===== src/core/rlvc_pkg.sv =====
// shared constants for the reset and low voltage control block
package rlvc_pkg;
   localparam logic [7:0] RLVC_OFF_FLAGS    = 8'h86;
   localparam int         RLVC_BIT_ZERO     = 0;
   localparam int         RLVC_BIT_DCARRY   = 1;
   localparam int         RLVC_BIT_CARRY    = 2;
   localparam int         RLVC_BIT_MID      = 4;
   localparam int         RLVC_BIT_UPPER    = 5;
   localparam int         RLVC_BIT_CAUSE_LO = 6;
   localparam int         RLVC_BIT_CAUSE_HI = 7;
   localparam logic [1:0] RLVC_CAUSE_WDT    = 2'h0;
   localparam logic [1:0] RLVC_CAUSE_POWER  = 2'h2;
   localparam logic [1:0] RLVC_CAUSE_EXT    = 2'h3;
   localparam logic [2:0] RLVC_ALU_RESET    = 3'h0;
   localparam int         RLVC_INIT_NS      = 400;
   localparam int         RLVC_WARM_NS      = 1600;
   localparam int         RLVC_CLK_NS       = 100;
   localparam logic [7:0] RLVC_INIT_CYC     =
      8'((RLVC_INIT_NS + RLVC_CLK_NS - 1) / RLVC_CLK_NS);
   localparam logic [7:0] RLVC_WARM_CYC     =
      8'((RLVC_WARM_NS + RLVC_CLK_NS - 1) / RLVC_CLK_NS);
   localparam logic [10:0] RLVC_PC_ZERO     = 11'h000;

   typedef enum logic [1:0]
   {
      RLVC_SET_LOW  = 2'b00,
      RLVC_SET_MID  = 2'b01,
      RLVC_SET_HIGH = 2'b10
   } rlvc_setting_t;

   typedef enum logic [1:0]
   {
      RLVC_ST_HOLD = 2'b00,
      RLVC_ST_INIT = 2'b01,
      RLVC_ST_WARM = 2'b10,
      RLVC_ST_RUN  = 2'b11
   } rlvc_state_t;
endpackage : rlvc_pkg


===== src/core/rlvc_top.sv =====
// reset sequencer, detector flags and status register
`timescale 1ns/1ps
`default_nettype none
module rlvc_top
(
   // clock and power-on reset
   input  wire logic        sys_clk_in,
   input  wire logic        rst_in,
   // options
   input  wire logic [1:0]  detector_setting_in,
   input  wire logic        reset_pin_enable_in,
   // reset pin and comparators (asynchronous)
   input  wire logic        reset_n_pin_in,
   input  wire logic        vdd_below_low_in,
   input  wire logic        vdd_below_mid_in,
   input  wire logic        vdd_below_upper_in,
   // watchdog
   input  wire logic        wdt_overflow_in,
   // register port
   input  wire logic [7:0]  reg_addr_in,
   input  wire logic [7:0]  reg_wdata_in,
   input  wire logic        reg_write_in,
   input  wire logic        reg_read_in,
   output var  logic [7:0]  reg_rdata_out,
   // core side
   output logic             sys_reset_out,
   output var  logic        core_run_out,
   output var  logic [10:0] fetch_addr_out,
   output var  logic        general_input_out
);
   logic                 pin_low_s;
   logic                 below_low_s;
   logic                 below_mid_s;
   logic                 below_upper_s;
   logic                 det_async;
   logic                 pin_async;
   logic                 det_cond;
   logic                 pin_cond;
   logic                 wdt_cond;
   logic                 hold_cond;
   rlvc_pkg::rlvc_setting_t setting;
   rlvc_pkg::rlvc_state_t   state;
   rlvc_pkg::rlvc_state_t   next_state;
   logic [7:0]           count;
   logic [7:0]           next_count;
   logic [1:0]           cause;
   logic [1:0]           next_cause;
   logic [2:0]           alu_flags;
   logic [2:0]           next_alu_flags;
   logic                 mid_flag;
   logic                 upper_flag;
   logic                 next_mid_flag;
   logic                 next_upper_flag;
   logic                 det_reset_seen;
   logic                 next_det_reset_seen;
   logic [7:0]           next_rdata;
   logic                 next_run;
   logic [10:0]          next_fetch;
   logic                 next_gen_in;
   logic                 hit;

   assign setting = rlvc_pkg::rlvc_setting_t'(detector_setting_in);

   // asynchronous reset requests from the raw inputs
   always_comb
   begin
      if (setting == rlvc_pkg::RLVC_SET_HIGH)
      begin
         det_async = vdd_below_mid_in;
      end
      else
      begin
         det_async = vdd_below_low_in;
      end
   end
   assign pin_async     = reset_pin_enable_in & ~reset_n_pin_in;
   // reset goes out combinationally so it acts with no clock edge
   assign sys_reset_out = rst_in | det_async | pin_async
                          | (state != rlvc_pkg::RLVC_ST_RUN);

   rlvc_sync u_sync_pin
   (
      .sys_clk_in (sys_clk_in),
      .rst_in     (rst_in),
      .async_in   (reset_n_pin_in),
      .init_in    (1'b1),
      .level_out  (pin_low_s)
   );
   rlvc_sync u_sync_low
   (
      .sys_clk_in (sys_clk_in),
      .rst_in     (rst_in),
      .async_in   (vdd_below_low_in),
      .init_in    (1'b0),
      .level_out  (below_low_s)
   );
   rlvc_sync u_sync_mid
   (
      .sys_clk_in (sys_clk_in),
      .rst_in     (rst_in),
      .async_in   (vdd_below_mid_in),
      .init_in    (1'b0),
      .level_out  (below_mid_s)
   );
   rlvc_sync u_sync_upper
   (
      .sys_clk_in (sys_clk_in),
      .rst_in     (rst_in),
      .async_in   (vdd_below_upper_in),
      .init_in    (1'b0),
      .level_out  (below_upper_s)
   );

   // synchronised conditions drive the sequencer and the flags
   always_comb
   begin
      if (setting == rlvc_pkg::RLVC_SET_HIGH)
      begin
         det_cond = below_mid_s;
      end
      else
      begin
         det_cond = below_low_s;
      end
      pin_cond  = reset_pin_enable_in & pin_low_s;
      // a watchdog pulse outside run is dropped, a sequence is already on
      wdt_cond  = wdt_overflow_in & (state == rlvc_pkg::RLVC_ST_RUN);
      hold_cond = det_cond | pin_cond;
   end

   // sequencer: hold, init, warm-up, run
   always_comb
   begin
      next_state          = state;
      next_count          = count;
      next_cause          = cause;
      next_det_reset_seen = det_reset_seen;
      unique case (state)
         rlvc_pkg::RLVC_ST_HOLD:
         begin
            if (!hold_cond)
            begin
               next_state = rlvc_pkg::RLVC_ST_INIT;
               next_count = rlvc_pkg::RLVC_INIT_CYC;
            end
         end
         rlvc_pkg::RLVC_ST_INIT:
         begin
            if (count == 8'h01)
            begin
               next_state = rlvc_pkg::RLVC_ST_WARM;
               next_count = rlvc_pkg::RLVC_WARM_CYC;
            end
            else
            begin
               next_count = count - 8'h01;
            end
         end
         rlvc_pkg::RLVC_ST_WARM:
         begin
            if (count == 8'h01)
            begin
               next_state          = rlvc_pkg::RLVC_ST_RUN;
               next_count          = 8'h00;
               next_det_reset_seen = 1'b0;
            end
            else
            begin
               next_count = count - 8'h01;
            end
         end
         rlvc_pkg::RLVC_ST_RUN:
         begin
            if (wdt_cond)
            begin
               next_state = rlvc_pkg::RLVC_ST_INIT;
               next_count = rlvc_pkg::RLVC_INIT_CYC;
               next_cause = rlvc_pkg::RLVC_CAUSE_WDT;
            end
         end
      endcase
      // a new condition at any point restarts the sequence from hold
      if (det_cond)
      begin
         next_state          = rlvc_pkg::RLVC_ST_HOLD;
         next_cause          = rlvc_pkg::RLVC_CAUSE_POWER;
         next_det_reset_seen = 1'b1;
      end
      else if (pin_cond)
      begin
         next_state = rlvc_pkg::RLVC_ST_HOLD;
         next_cause = rlvc_pkg::RLVC_CAUSE_EXT;
      end
   end

   // one register only: other addresses read zero and drop writes
   assign hit = (reg_addr_in == rlvc_pkg::RLVC_OFF_FLAGS);

   // status register, indicator flags and core outputs
   always_comb
   begin
      next_alu_flags = alu_flags;
      next_mid_flag  = 1'b0;
      next_upper_flag = 1'b0;
      if (state != rlvc_pkg::RLVC_ST_RUN)
      begin
         next_alu_flags = rlvc_pkg::RLVC_ALU_RESET;
      end
      else if (reg_write_in && hit)
      begin
         next_alu_flags = {reg_wdata_in[rlvc_pkg::RLVC_BIT_CARRY],
                           reg_wdata_in[rlvc_pkg::RLVC_BIT_DCARRY],
                           reg_wdata_in[rlvc_pkg::RLVC_BIT_ZERO]};
      end
      // flags stay cleared until a detector reset sequence finishes
      if (!det_reset_seen && state == rlvc_pkg::RLVC_ST_RUN)
      begin
         next_mid_flag   = (setting != rlvc_pkg::RLVC_SET_LOW)
                           & below_mid_s;
         next_upper_flag = (setting == rlvc_pkg::RLVC_SET_HIGH)
                           & below_upper_s;
      end
      else
      begin
         next_mid_flag   = 1'b0;
         next_upper_flag = 1'b0;
      end
      next_rdata = 8'h00;
      if (reg_read_in && hit)
      begin
         next_rdata = {cause, upper_flag, mid_flag, 1'b0, alu_flags};
      end
      next_run    = (next_state == rlvc_pkg::RLVC_ST_RUN);
      // the core reloads its program counter from here after every reset
      next_fetch  = fetch_addr_out;
      if (state != rlvc_pkg::RLVC_ST_RUN)
      begin
         next_fetch = rlvc_pkg::RLVC_PC_ZERO;
      end
      next_gen_in = ~reset_pin_enable_in & ~pin_low_s;
   end

   // sequencer registers
   always_ff @(posedge sys_clk_in or posedge rst_in)
   begin
      if (rst_in)
      begin
         state          <= rlvc_pkg::RLVC_ST_HOLD;
         count          <= 8'h00;
         cause          <= rlvc_pkg::RLVC_CAUSE_POWER;
         det_reset_seen <= 1'b1;
      end
      else
      begin
         state          <= next_state;
         count          <= next_count;
         cause          <= next_cause;
         det_reset_seen <= next_det_reset_seen;
      end
   end

   // status register and core outputs
   always_ff @(posedge sys_clk_in or posedge rst_in)
   begin
      if (rst_in)
      begin
         alu_flags         <= rlvc_pkg::RLVC_ALU_RESET;
         mid_flag          <= 1'b0;
         upper_flag        <= 1'b0;
         reg_rdata_out     <= 8'h00;
         core_run_out      <= 1'b0;
         fetch_addr_out    <= rlvc_pkg::RLVC_PC_ZERO;
         general_input_out <= 1'b0;
      end
      else
      begin
         alu_flags         <= next_alu_flags;
         mid_flag          <= next_mid_flag;
         upper_flag        <= next_upper_flag;
         reg_rdata_out     <= next_rdata;
         core_run_out      <= next_run;
         fetch_addr_out    <= next_fetch;
         general_input_out <= next_gen_in;
      end
   end
endmodule : rlvc_top
`default_nettype wire


===== src/core/rlvc_sync.sv =====
// three-stage synchroniser with agreement of the last two stages
`timescale 1ns/1ps
`default_nettype none
module rlvc_sync
(
   // clock and reset
   input  wire logic sys_clk_in,
   input  wire logic rst_in,
   // data
   input  wire logic async_in,
   input  wire logic init_in,
   output var  logic level_out
);
   logic stage1;
   logic stage2;
   logic stage3;
   logic next_level;

   always_comb
   begin
      next_level = level_out;
      if (stage2 == stage3)
      begin
         next_level = stage3;
      end
   end

   // reset loads a fixed zero; the port tied to a literal by the parent sets the input polarity
   always_ff @(posedge sys_clk_in or posedge rst_in)
   begin
      if (rst_in)
      begin
         stage1    <= 1'b0;
         stage2    <= 1'b0;
         stage3    <= 1'b0;
         level_out <= 1'b0;
      end
      else
      begin
         stage1    <= async_in ^ init_in;
         stage2    <= stage1;
         stage3    <= stage2;
         level_out <= next_level;
      end
   end
endmodule : rlvc_sync
`default_nettype wire


===== config.mk =====
export PLATFORM = sky130hd
export DESIGN_NAME = rlvc_top
export DESIGN_NICKNAME = d
export VERILOG_FILES = /design/src/core/rlvc_pkg.sv /design/src/core/rlvc_top.sv /design/src/core/rlvc_sync.sv
export SDC_FILE = /design/constraint.sdc
export NUM_CORES = 1
export LEC_CHECK = 0
export CORE_MARGIN = 10
export CORE_UTILIZATION = 35
export CTS_CLUSTER_DIAMETER = 40
export DETAILED_ROUTE_END_ITERATION = 12
export DONT_BUFFER_PORTS = 1
export SKIP_CTS_REPAIR_TIMING = 1
export SLEW_MARGIN = 20
export SYNTH_ARGS = -nofsm -noshare
export SYNTH_HDL_FRONTEND = slang
export SYNTH_SLANG_ARGS = --single-unit

===== constraint.sdc =====
create_clock -name sys_clk_in -period 2.6 [get_ports sys_clk_in]
set_clock_uncertainty 0.15 [all_clocks]
set_input_delay 0.52 -clock sys_clk_in [delete_from_list [all_inputs] [get_ports sys_clk_in]]
set_output_delay 0.52 -clock sys_clk_in [all_outputs]
set_load 0.01 [all_outputs]

Yosys cells after proc, flatten, opt, wreduce, memory -nomap -nowiden
Index checks and enable logic that the tools add are counted.

word-level totals
  register bits after elaboration = 44
  bits of input ports = 28

cells by class
  mux-type cells = 26
  reductions and logical operators = 14
  bitwise gates (word level) = 13
  add/sub/neg operators = 1
  eq/ne operators = 14

operator list
  kind                                               count
  2-to-1 mux 8 bit                                   5
  case mux 8 bit (4 select lines)                    1
  2-to-1 mux 2 bit                                   10
  == test 2 bit (second input constant)              4
  == test 8 x 1 -> 1 bit (second input constant)     1
  == test 8 bit (second input constant)              1
  case mux 2 bit (4 select lines)                    1
  nonzero test 2 bit                                 4
  subtractor 8 x 1 -> 8 bit (second input constant)  1
  2-to-1 mux 1 bit                                   7
  AND 1 bit                                          6
  2-to-1 mux 3 bit                                   2
  inequality test 2 bit (second input constant)      3
  AND reduction 2 bit                                3
  nonzero test 3 bit                                 2
  == test 1 bit                                      4
  OR 1 bit                                           4
  logical AND 1 bit                                  3
  inverter 1 bit                                     3
  == test 2 x 1 -> 1 bit (second input constant)     1
  logical NOT 2 bit                                  1
  logical NOT 1 bit                                  1

Longest topological paths before layout
Gate-level depths: netlist of run 1.

  depth in word-level cells = 8
  gate-level depth with buffers = 6
  depth with buffers taken out = 6

Modules after synthesis
From an unflattened synthesis of run 1, not the netlist that was laid out.

second synthesis, totals
  cell total of the unflattened synthesis = 180
  area, all modules = 2011.9 sq um

by module, submodules not included
  module     times used  cells an instance  area an instance (sq um)  seq. area each (sq um)
  rlvc_top   1           152                1516.5                    678.2
  rlvc_sync  4           7                  123.9                     100.1

Least setup slack after synthesis of run 1
No wires, ideal clock.

  kind = input to output
  from = input rst_in
  to = output sys_reset_out
  data required time = 1.930 ns
  path slack = 0.132 ns
  arrival time = 1.798 ns
  path buffers = 0
  stages = 2
  path through = inv_1 o2111ai_1

on the way
  word-level cells in the longest chain between the ends = 3

RTL lines
  item                   RTL line        RTL
  start: declaration     rlvc_top.sv:8   input wire logic rst_in,
  OR 1 bit (2 in a row)  rlvc_top.sv:78  assign sys_reset_out = rst_in | det_async | pin_async
  OR 1 bit               rlvc_top.sv:79  | (state != rlvc_pkg::RLVC_ST_RUN);
  end: declaration       rlvc_top.sv:26  output logic sys_reset_out,

No other way between the ends.

Worst setup path after layout of run 1
  from = register state[1]
  to = register count[0]

on the way
  word-level cells in the longest chain between the ends = 4
  elaborated cells on any way between the ends = 9

RTL lines
  item                                    RTL line                          RTL
  start: declaration                      rlvc_top.sv:42                    rlvc_pkg::rlvc_state_t state;
  start signal: assignment                rlvc_top.sv:248                   state <= rlvc_pkg::RLVC_ST_HOLD;
  start signal: assignment                rlvc_top.sv:255                   state <= next_state;
  == test 2 bit                           rlvc_top.sv:127, rlvc_top.sv:138
  AND 1 bit                               rlvc_top.sv:127                   wdt_cond = wdt_overflow_in & (state == rlvc_pkg::RLVC_ST_RUN);
  inequality test 2 bit (no source line)  --
  AND reduction 2 bit (no source line)    --
  end signal: assignment                  rlvc_top.sv:256                   count <= next_count;
  end: declaration                        rlvc_top.sv:44                    logic [7:0] count;

Parallel ways exist; a longest one is shown, timed or not.
A chain may end at the register's enable or synchronous reset.

==> run_results.csv, run 1 <==
group,metric,value,unit
run_status,outcome,"finished clean",
timing,maxSlewHeadroom,64.88,%
placement,post-dp-hpwl,2712,µm
logic_synthesis,syn_avg_cell_area,11.88,µm²
die,coreArea,5507,µm²
timing,setup_viol,0,
clock_tree,clock_sinks,43,
final_layout,drive_gt1_share,13.71,%
die,die_area,9077,µm²
final_layout,nets,209,
timing,timing.hold.ws,0.09995,ns
drt,drcViolationCount,0,
die,chipWidth,95.28,µm
drt,vias,1193,
timing,period_share,78.72,%
timing,tightest_slew,0.5269,ns
setup_path,critPathArrivalTime,2.12,ns
logic_synthesis,synth_ff_type,"dfrtp_1",
logic_synthesis,yosysTopAreaCell,"dfrtp_1",
logic_synthesis,synth_top_area_share,51.74,%
logic_synthesis,ys_ff_latch,43,
global_routing,grt_max_degree,44,
timing,hold_viol,0,
power,ir_drop,0.3216,mV
drt,drtIter0Drc,83,
final_layout,layoutNonFillerInstCount,247,
die,start_util,36.01,%
global_routing,grt_pass1_wl,5844,µm
drt,ant_nets,0,
power,power_density,767.3,nW/µm²
die,ios,50,
global_routing,grt-ovfl-total,0,
timing,drv_slew,0,
setup_path,crit_path_cell_trace,"inv_1 -> ha_1 -> o21ai_0 -> a21oi_2 -> o211ai_1 -> mux2i_1",
setup_path,cpMaxStageDelayCell,"dfrtp_1",
clock_tree,cts_buffer_depth,2,
placement,place_congestion,0.8016,
setup_path,crit_buf_inv,1,
logic_synthesis,yosys_warnings,0,
job,drv_cap,0,
clock_tree,htreeDepth,2,
global_routing,grt_use_total,8.130,%
die,row_count,27,
timing,period_needed,2.047,ns
logic_synthesis,synth_area_leaders,"dfrtp_1 52%, buf_4 4.5%, ha_1 4.4%",
logic_synthesis,synth_cell_type_count,47,
clock_tree,numCtsBuffers,5,
timing,finalSetupTns,0,ns
final_layout,multi_input_area,799.5,µm²
drt,wirelength,3617,µm
final_layout,area_delta_synth_final,8.581,%
logic_synthesis,synthArstFlopShare,100.0,%
die,die_h,95.28,µm
hold_path,min_path_type,"in2reg",
clock_tree,path_clk_slew,0.09,ns
clock_tree,insertion_delay,0.29,ns
setup_path,crit_family,"compound AO/OA/AOI/OAI gates",
global_routing,antenna_found_initial,0,
timing,rsz0062_at_grt,"false",
drt,dr.pass1.iters,4,
logic_synthesis,syn-instance-count,167,
final_layout,antennaDiodeCount,0,
setup_path,crit_fanout,7,
power,p_leak,0.001002,µW
final_layout,register_area,1079,µm²
placement,placed_cells,239,
clock_tree,ctsRootBufferMaster,"clkbuf_8",
logic_synthesis,yosysSeqAreaShare,54.38,%
logic_synthesis,synth.cell_area,1983,µm²
final_layout,fin_util,39.10,%
clock_tree,cts_tree,"done",
setup_path,critPathCaptureType,"flip-flop",
setup_path,setup.worst_path.class,"reg2reg",
logic_synthesis,synth-edff-count,0,
setup_path,slowest_delay,0.46,ns
setup_path,cp_data_required_time,2.67,ns
global_routing,grt_pass1_vias,1228,
drt,wl_per_cell,14.64,µm
final_layout,num-fill-cells,552,
placement,io_buffer_count,0,
setup_path,crit_path_start_kind,"flip-flop",
timing,timing.fmax,0.4886,GHz
power,p_total,1652,µW
drt,viasPerCell,4.830,
## state kept, by name, summed over array words and instances, names as in the netlist, 2 cells and up
| name | cells |
|---|---|
| alu_flags | 3 |
| cause | 2 |
| count | 8 |
| reg_rdata_out | 7 |
| state | 2 |
## cell families after synthesis
logic type | synth area share (%)
flip-flops | 54.38
AO/OA/AOI/OAI | 14.07
buffers and inverters | 7.382
other | 0.1891
AND/OR/NAND/NOR | 14.45
multiplexers | 3.092
adder cells (fa/ha/maj) | 6.435
## synthesized netlist by cell type, types with 2 or more instances
cell,number
a221oi_1,2
a21oi_1,4
inv_1,15
and2_1,7
maj3_1,4
o21ai_0,3
nand2_1,9
dfrtp_1,41
nor2_1,5
o211ai_1,2
or3_1,2
mux2i_1,5
o211a_1,2
nand3_1,3
nand2b_1,3
dfstp_2,2
ha_1,7
o22ai_1,3
and3_1,2
a21o_1,2
a211oi_1,2
a21oi_2,3
buf_4,12
nor2b_1,4
## cell type report
cell class | count | area share, %
Timing Repair Buffer | 1 | 0.3486
Clock inverter | 2 | 1.801
Clock buffer | 6 | 3.835
Sequential cell | 43 | 50.09
Multi-Input combinational cell | 108 | 37.13
Inverter | 15 | 2.615
Tap cell | 72 | 4.184
## report_power, final
group          switching, µW  total, µW  internal (µW)
sequential              53.2        772            718
clock                    230        545            316
combinational            188        335            147
## stage by stage
stage / instance area (µm²) / worst slack [ns]
floorplan: 2024 / 0.1320
global placement: 2032 / 0.5770
detailed placement: 2032 / 0.5819
CTS: 2153 / 0.5468
global route: 2153 / 0.3850
finish: 2153 / 0.5534
## metal layers
layer | GRT usage [%] | up-vias | part of all wire (%)
met5 | 0 | - | 0
met4 | 2.993 | 0 | 1.2
met3 | 3.142 | 4 | 10
met2 | 12.61 | 32 | 44
met1 | 10.02 | 582 | 45
li1 | - | 575 | -
## placed cells by master (no fill, tap or decap), drive strengths merged, types with 2 or more instances in the layout
| cell | netlist | final |
|---|---|---|
| and3 | 2 | 2 |
| o21ai | 3 | 3 |
| a211oi | 2 | 2 |
| nand3 | 3 | 3 |
| or3 | 2 | 2 |
| nor2b | 5 | 5 |
| mux2i | 5 | 5 |
| a221oi | 3 | 3 |
| inv | 15 | 15 |
| clkbuf | 0 | 6 |
| o211ai | 3 | 3 |
| conb | 1 | 12 |
| nand2 | 9 | 9 |
| maj3 | 4 | 4 |
| a21oi | 7 | 7 |
| nand2b | 3 | 3 |
| o22ai | 3 | 3 |
| a21o | 2 | 2 |
| dfrtp | 41 | 41 |
| nor3b | 2 | 2 |
| dfstp | 2 | 2 |
| ha | 7 | 7 |
| nor2 | 5 | 5 |
| o211a | 2 | 2 |
| and2 | 8 | 8 |
## worst paths after layout
path / end / cells past startpoint / startpoint / slack, ns
setup / recovery: count[0] / 6 / state[1] / 0.55
hold / removal: u_sync_upper.stage1 / 0 / vdd_below_upper_in / 0.1
setup reg to reg: count[0] / 6 / state[1] / 0.55
hold reg to reg: u_sync_pin.stage2 / 0 / u_sync_pin.stage1 / 0.20
max in group asynchronous: cause[1] / 2 / rst_in / 1.80
min in group asynchronous: u_sync_pin.stage2 / 2 / rst_in / 0.12
No activity file was read; power rests on OpenSTA's default activity.
==> inputs of run 2 (changes only) <==
- clock period: 2.6 -> 2 ns (I/O delays scaled with it)
==> run 2 against run 1 <==
Sequential share of layout area shrank 3.2 points. Clock-buffer cell count is the same. Non-clock buffer count grew 17. Critical path depth shrank 1. Via count grew 6.7%. Setup slack lost 0.46 ns. Largest power group unchanged.
==> run_results.csv, run 2 (same netlist as run 1, synthesis figures left out) <==
group,metric,value,unit
run_status,outcome,"finished clean",
drt,wl_per_cell,14.53,µm
timing,timing.fmax,0.5243,GHz
clock_tree,cts_tree,"done",
final_layout,reg.largest.list,"count (8), reg_rdata_out (7), alu_flags (3)",
power,power_density,938.2,nW/µm²
drt,viasPerCell,4.840,
final_layout,top_register,"count",
final_layout,drive_gt1_share,20.42,%
timing,timing.hold.ws,0.002711,ns
final_layout,fin_util,41.76,%
placement,place_congestion,0.7912,
timing,maxSlewHeadroom,64.94,%
global_routing,busiest_layer,"met2",
setup_path,critPathArrivalTime,1.36,ns
timing,period_needed,1.907,ns
power,p_total,2158,µW
die,ios,50,
timing,drv_slew,0,
global_routing,grtUsageMet3,3.535,%
clock_tree,numCtsBuffers,5,
global_routing,grt_max_degree,44,
die,start_util,36.01,%
placement,io_buffer_count,0,
setup_path,setup.worst_path.class,"reg2out",
drt,drcViolationCount,0,
placement,post-dp-hpwl,2809,µm
setup_path,crit_fanout,7,
die,row_count,27,
clock_tree,htreeDepth,2,
global_routing,grtUsageMet1,10.28,%
timing,hold_viol,0,
die,die_area,9077,µm²
final_layout,antennaDiodeCount,0,
power,p_leak,0.001069,µW
global_routing,grt_pass1_vias,1276,
timing,period_share,95.36,%
final_layout,nets,226,
clock_tree,insertion_delay,0.29,ns
global_routing,grt_pass1_wl,6134,µm
final_layout,layout_common_cells,"41 x dfrtp_1, 13 x inv_1, 12 x conb_1, 12 x buf_4, 9 x nand2_1",
clock_tree,clock_sinks,43,
final_layout,area_delta_synth_final,15.96,%
hold_path,min_path_type,"in2async",
clock_tree,path_clk_slew,0.07,ns
die,die_h,95.28,µm
final_layout,largest_register_ffs,8,
setup_path,cp_data_required_time,1.45,ns
drt,drtIter0Drc,66,
clock_tree,ctsRootBufferMaster,"clkbuf_8",
job,drv_cap,0,
global_routing,grt.met2_usage,13.47,%
setup_path,critPathCaptureType,"output port",
global_routing,grt-ovfl-total,0,
setup_path,crit_path_start_kind,"flip-flop",
timing,setup_viol,0,
final_layout,num-fill-cells,543,
die,chipWidth,95.28,µm
drt,vias,1273,
global_routing,grt_use_total,8.640,%
drt,dr.pass1.iters,4,
global_routing,antenna_found_initial,0,
drt,wirelength,3822,µm
drt,ant_nets,0,
power,ir_drop,0.3833,mV
timing,tightest_slew,0.5259,ns
die,coreArea,5507,µm²
setup_path,reg2regPathDepth,6,
clock_tree,cts_buffer_depth,2,
final_layout,final_common_cell,"dfrtp_1",
[run 2: path summary, 6_finish.rpt]
check | start | end | slack (ns)
hold reg to reg | u_sync_upper.stage1 | u_sync_upper.stage2 | 0.20
hold / removal | rst_in | u_sync_pin.level_out | 0.003
max in group asynchronous | rst_in | det_reset_seen | 1.33
setup reg to reg | count[0] | count[6] | 0.10
min in group sys_clk_in | wdt_overflow_in | cause[1] | 0.11
setup / recovery | state[1] | sys_reset_out | 0.09
[run 2: cell type report]
class | count | area (µm²) | share of cell area [%]
Timing Repair Buffer | 18 | 151.4 | 6.583
Inverter | 15 | 60.06 | 2.612
Multi-Input combinational cell | 108 | 817.0 | 35.53
Clock buffer | 6 | 72.57 | 3.156
Sequential cell | 43 | 1079 | 46.90
Clock inverter | 1 | 30.03 | 1.306
Tap cell | 72 | 90.09 | 3.917
[run 2: worst max-delay path, stage by stage, from the launching register on]
cell       delay (ns)
dfrtp_1          0.41
buf_4            0.14
ha_2             0.17
buf_6            0.13
o2111ai_1        0.07
buf_4            0.15
[run 2: stage by stage]
stage          cells  cell area (µm²)  setup TNS (ns)  worst slack (ns)
2_1_floorplan    178             2028               0           0.07413
3_3_place_gp     248             2103               0          0.006464
3_5_place_dp     248             2103               0           0.01174
4_1_cts          255             2206       -0.001970         -0.001970
5_1_grt          263             2300        -0.01321          -0.01321
6_report         263             2300               0           0.09275
[run 2: layer usage]
metal	routed length, µm	vias to the layer above
li1	-	606
met1	1652	616
met2	1713	44
met3	388	7
met4	68	0
met5	0	-
[run 2: power by group]
part	internal, µW	switching [µW]	total (µW)	leakage (µW)
sequential	934	65.7	1000	0.000549
combinational	246	271	517	0.000469
clock	366	275	641	0.0000513
==> inputs of run 3 (changes only) <==
--- a/config.mk
+++ b/config.mk
@@ -13,3 +13,2 @@
 export SKIP_CTS_REPAIR_TIMING = 1
-export SLEW_MARGIN = 20
 export SYNTH_ARGS = -nofsm -noshare
--- a/constraint.sdc
+++ b/constraint.sdc
@@ -4,2 +4,2 @@
 set_output_delay 0.4 -clock sys_clk_in [all_outputs]
-set_load 0.01 [all_outputs]
+set_load 0.1 [all_outputs]
==> run 3 against run 2 <==
Wire length is 1.3% higher. Via count is 1.9% higher. Clock-buffer cell count is 1 lower. Combinational power is 17% higher. Critical path type unchanged. Non-clock buffer count is 7 higher. Maximum frequency is 2.0% lower. Critical path depth is 1 lower. Global-route usage is 0.32 points higher. Cell count is 3.0% higher. Largest cell class unchanged. Clock power is 5.0% higher. Setup slack worse by 0.039 ns.
==> run_results.csv, run 3 (same netlist as run 1, synthesis figures left out) <==
group,metric,value,unit
clock_tree,numCtsBuffers,5,
timing,timing.fmax,0.5138,GHz
global_routing,grt_use_total,8.956,%
drt,wl_per_cell,14.28,µm
final_layout,nets,233,
final_layout,antennaDiodeCount,0,
power,power_density,954.3,nW/µm²
clock_tree,cts_buffer_depth,2,
timing,period_needed,1.946,ns
drt,wirelength,3871,µm
final_layout,final_common_cell,"dfrtp_1",
hold_path,min_path_type,"in2async",
placement,post-dp-hpwl,2847,µm
clock_tree,ctsRootBufferMaster,"clkbuf_8",
timing,tightest_slew,0.5287,ns
global_routing,grt-ovfl-total,0,
global_routing,antenna_found_initial,0,
die,row_count,27,
die,start_util,36.01,%
job,drv_cap,0,
run_status,outcome,"finished clean",
setup_path,critPathArrivalTime,1.40,ns
power,ir_drop,0.3628,mV
timing,drv_slew,0,
drt,drcViolationCount,0,
clock_tree,clock_sinks,43,
setup_path,setup.worst_path.class,"reg2out",
clock_tree,htreeDepth,2,
final_layout,layout_common_cells,"40 x dfrtp_1, 19 x buf_4, 14 x inv_1, 12 x conb_1, 9 x nand2_1",
final_layout,area_delta_synth_final,20.38,%
final_layout,drive_gt1_share,24.12,%
die,ios,50,
timing,period_share,97.32,%
clock_tree,path_clk_slew,0.08,ns
die,chipWidth,95.28,µm
setup_path,critPathCaptureType,"output port",
setup_path,cp_data_required_time,1.45,ns
timing,maxSlewHeadroom,64.75,%
drt,dr.pass1.iters,4,
final_layout,reg.largest.list,"count (8), reg_rdata_out (7), alu_flags (3)",
drt,ant_nets,0,
placement,place_congestion,0.8282,
placement,io_buffer_count,0,
global_routing,grt_pass1_wl,6423,µm
power,p_leak,0.001122,µW
setup_path,crit_path_start_kind,"flip-flop",
setup_path,reg2regPathDepth,6,
clock_tree,insertion_delay,0.29,ns
die,die_area,9077,µm²
global_routing,grt_max_degree,44,
timing,hold_viol,0,
timing,setup_viol,0,
setup_path,r2r_setup_slack,0.10,ns
final_layout,largest_register_ffs,8,
final_layout,fin_util,43.35,%
drt,vias,1297,
global_routing,grt_pass1_vias,1351,
setup_path,crit_fanout,7,
drt,viasPerCell,4.786,
die,coreArea,5507,µm²
die,die_h,95.28,µm
clock_tree,cts_tree,"done",
drt,drtIter0Drc,37,
timing,finalSetupTns,0,ns
final_layout,top_register,"count",
run 3: cell count changes in the layout (fill, tap and decap cells not counted), sizes merged:
cell,before,now
buf,13,20
clkinv,0,2
clkbuf,6,5
run 3: per-stage QoR:
stage,hold slack [ns],setup slack [ns],cells,power (µW),area (µm²)
after floorplan,0.1812,-0.1036,178,1489,2046
after global placement,0.1829,0.02203,256,1590,2193
after detailed placement,0.1865,0.04271,256,1596,2193
after CTS,-0.03370,-0.01463,264,2281,2306
after global routing,0.07257,-0.001207,271,2403,2387
final,0.02463,0.05364,271,2278,2387
run 3: critical path, stage by stage, from the launching register on:
cell       delay [ns]
dfrtp_2          0.44
ha_1             0.20
buf_4            0.17
o2111ai_4        0.09
buf_12           0.20
run 3: area by class of cell:
type / instances / area [µm²]
multi-input cells: 108 / 832.0
inverters: 15 / 60.06
repair buffers: 25 / 212.7
well taps: 72 / 90.09
flip-flops and latches: 43 / 1080
fillers: 533 / 3119
clock buffers: 5 / 68.82
clock inverters: 3 / 43.79
run 3: final timing paths:
path,from,endpoint
worst max-delay path,state[1],sys_reset_out
worst min-delay path,rst_in,general_input_out
worst max register to register,count[0],count[6]
worst min register to register,u_sync_low.stage1,u_sync_low.stage2
max in group asynchronous,rst_in,state[1]
min in group sys_clk_in,detector_setting_in[0],mid_flag
run 3: layer usage:
metal	track usage [%]	vias up	routed length, µm
met3	3.614	4	380
li1	-	622	-
met1	10.07	631	1649
met4	3.367	0	61
met2	14.94	40	1780
met5	0	-	0
run 3: power breakdown:
| group | internal (µW) | switching, µW |
|---|---|---|
| Sequential | 934 | 67.9 |
| Clock | 372 | 301 |
| Combinational | 241 | 362 |
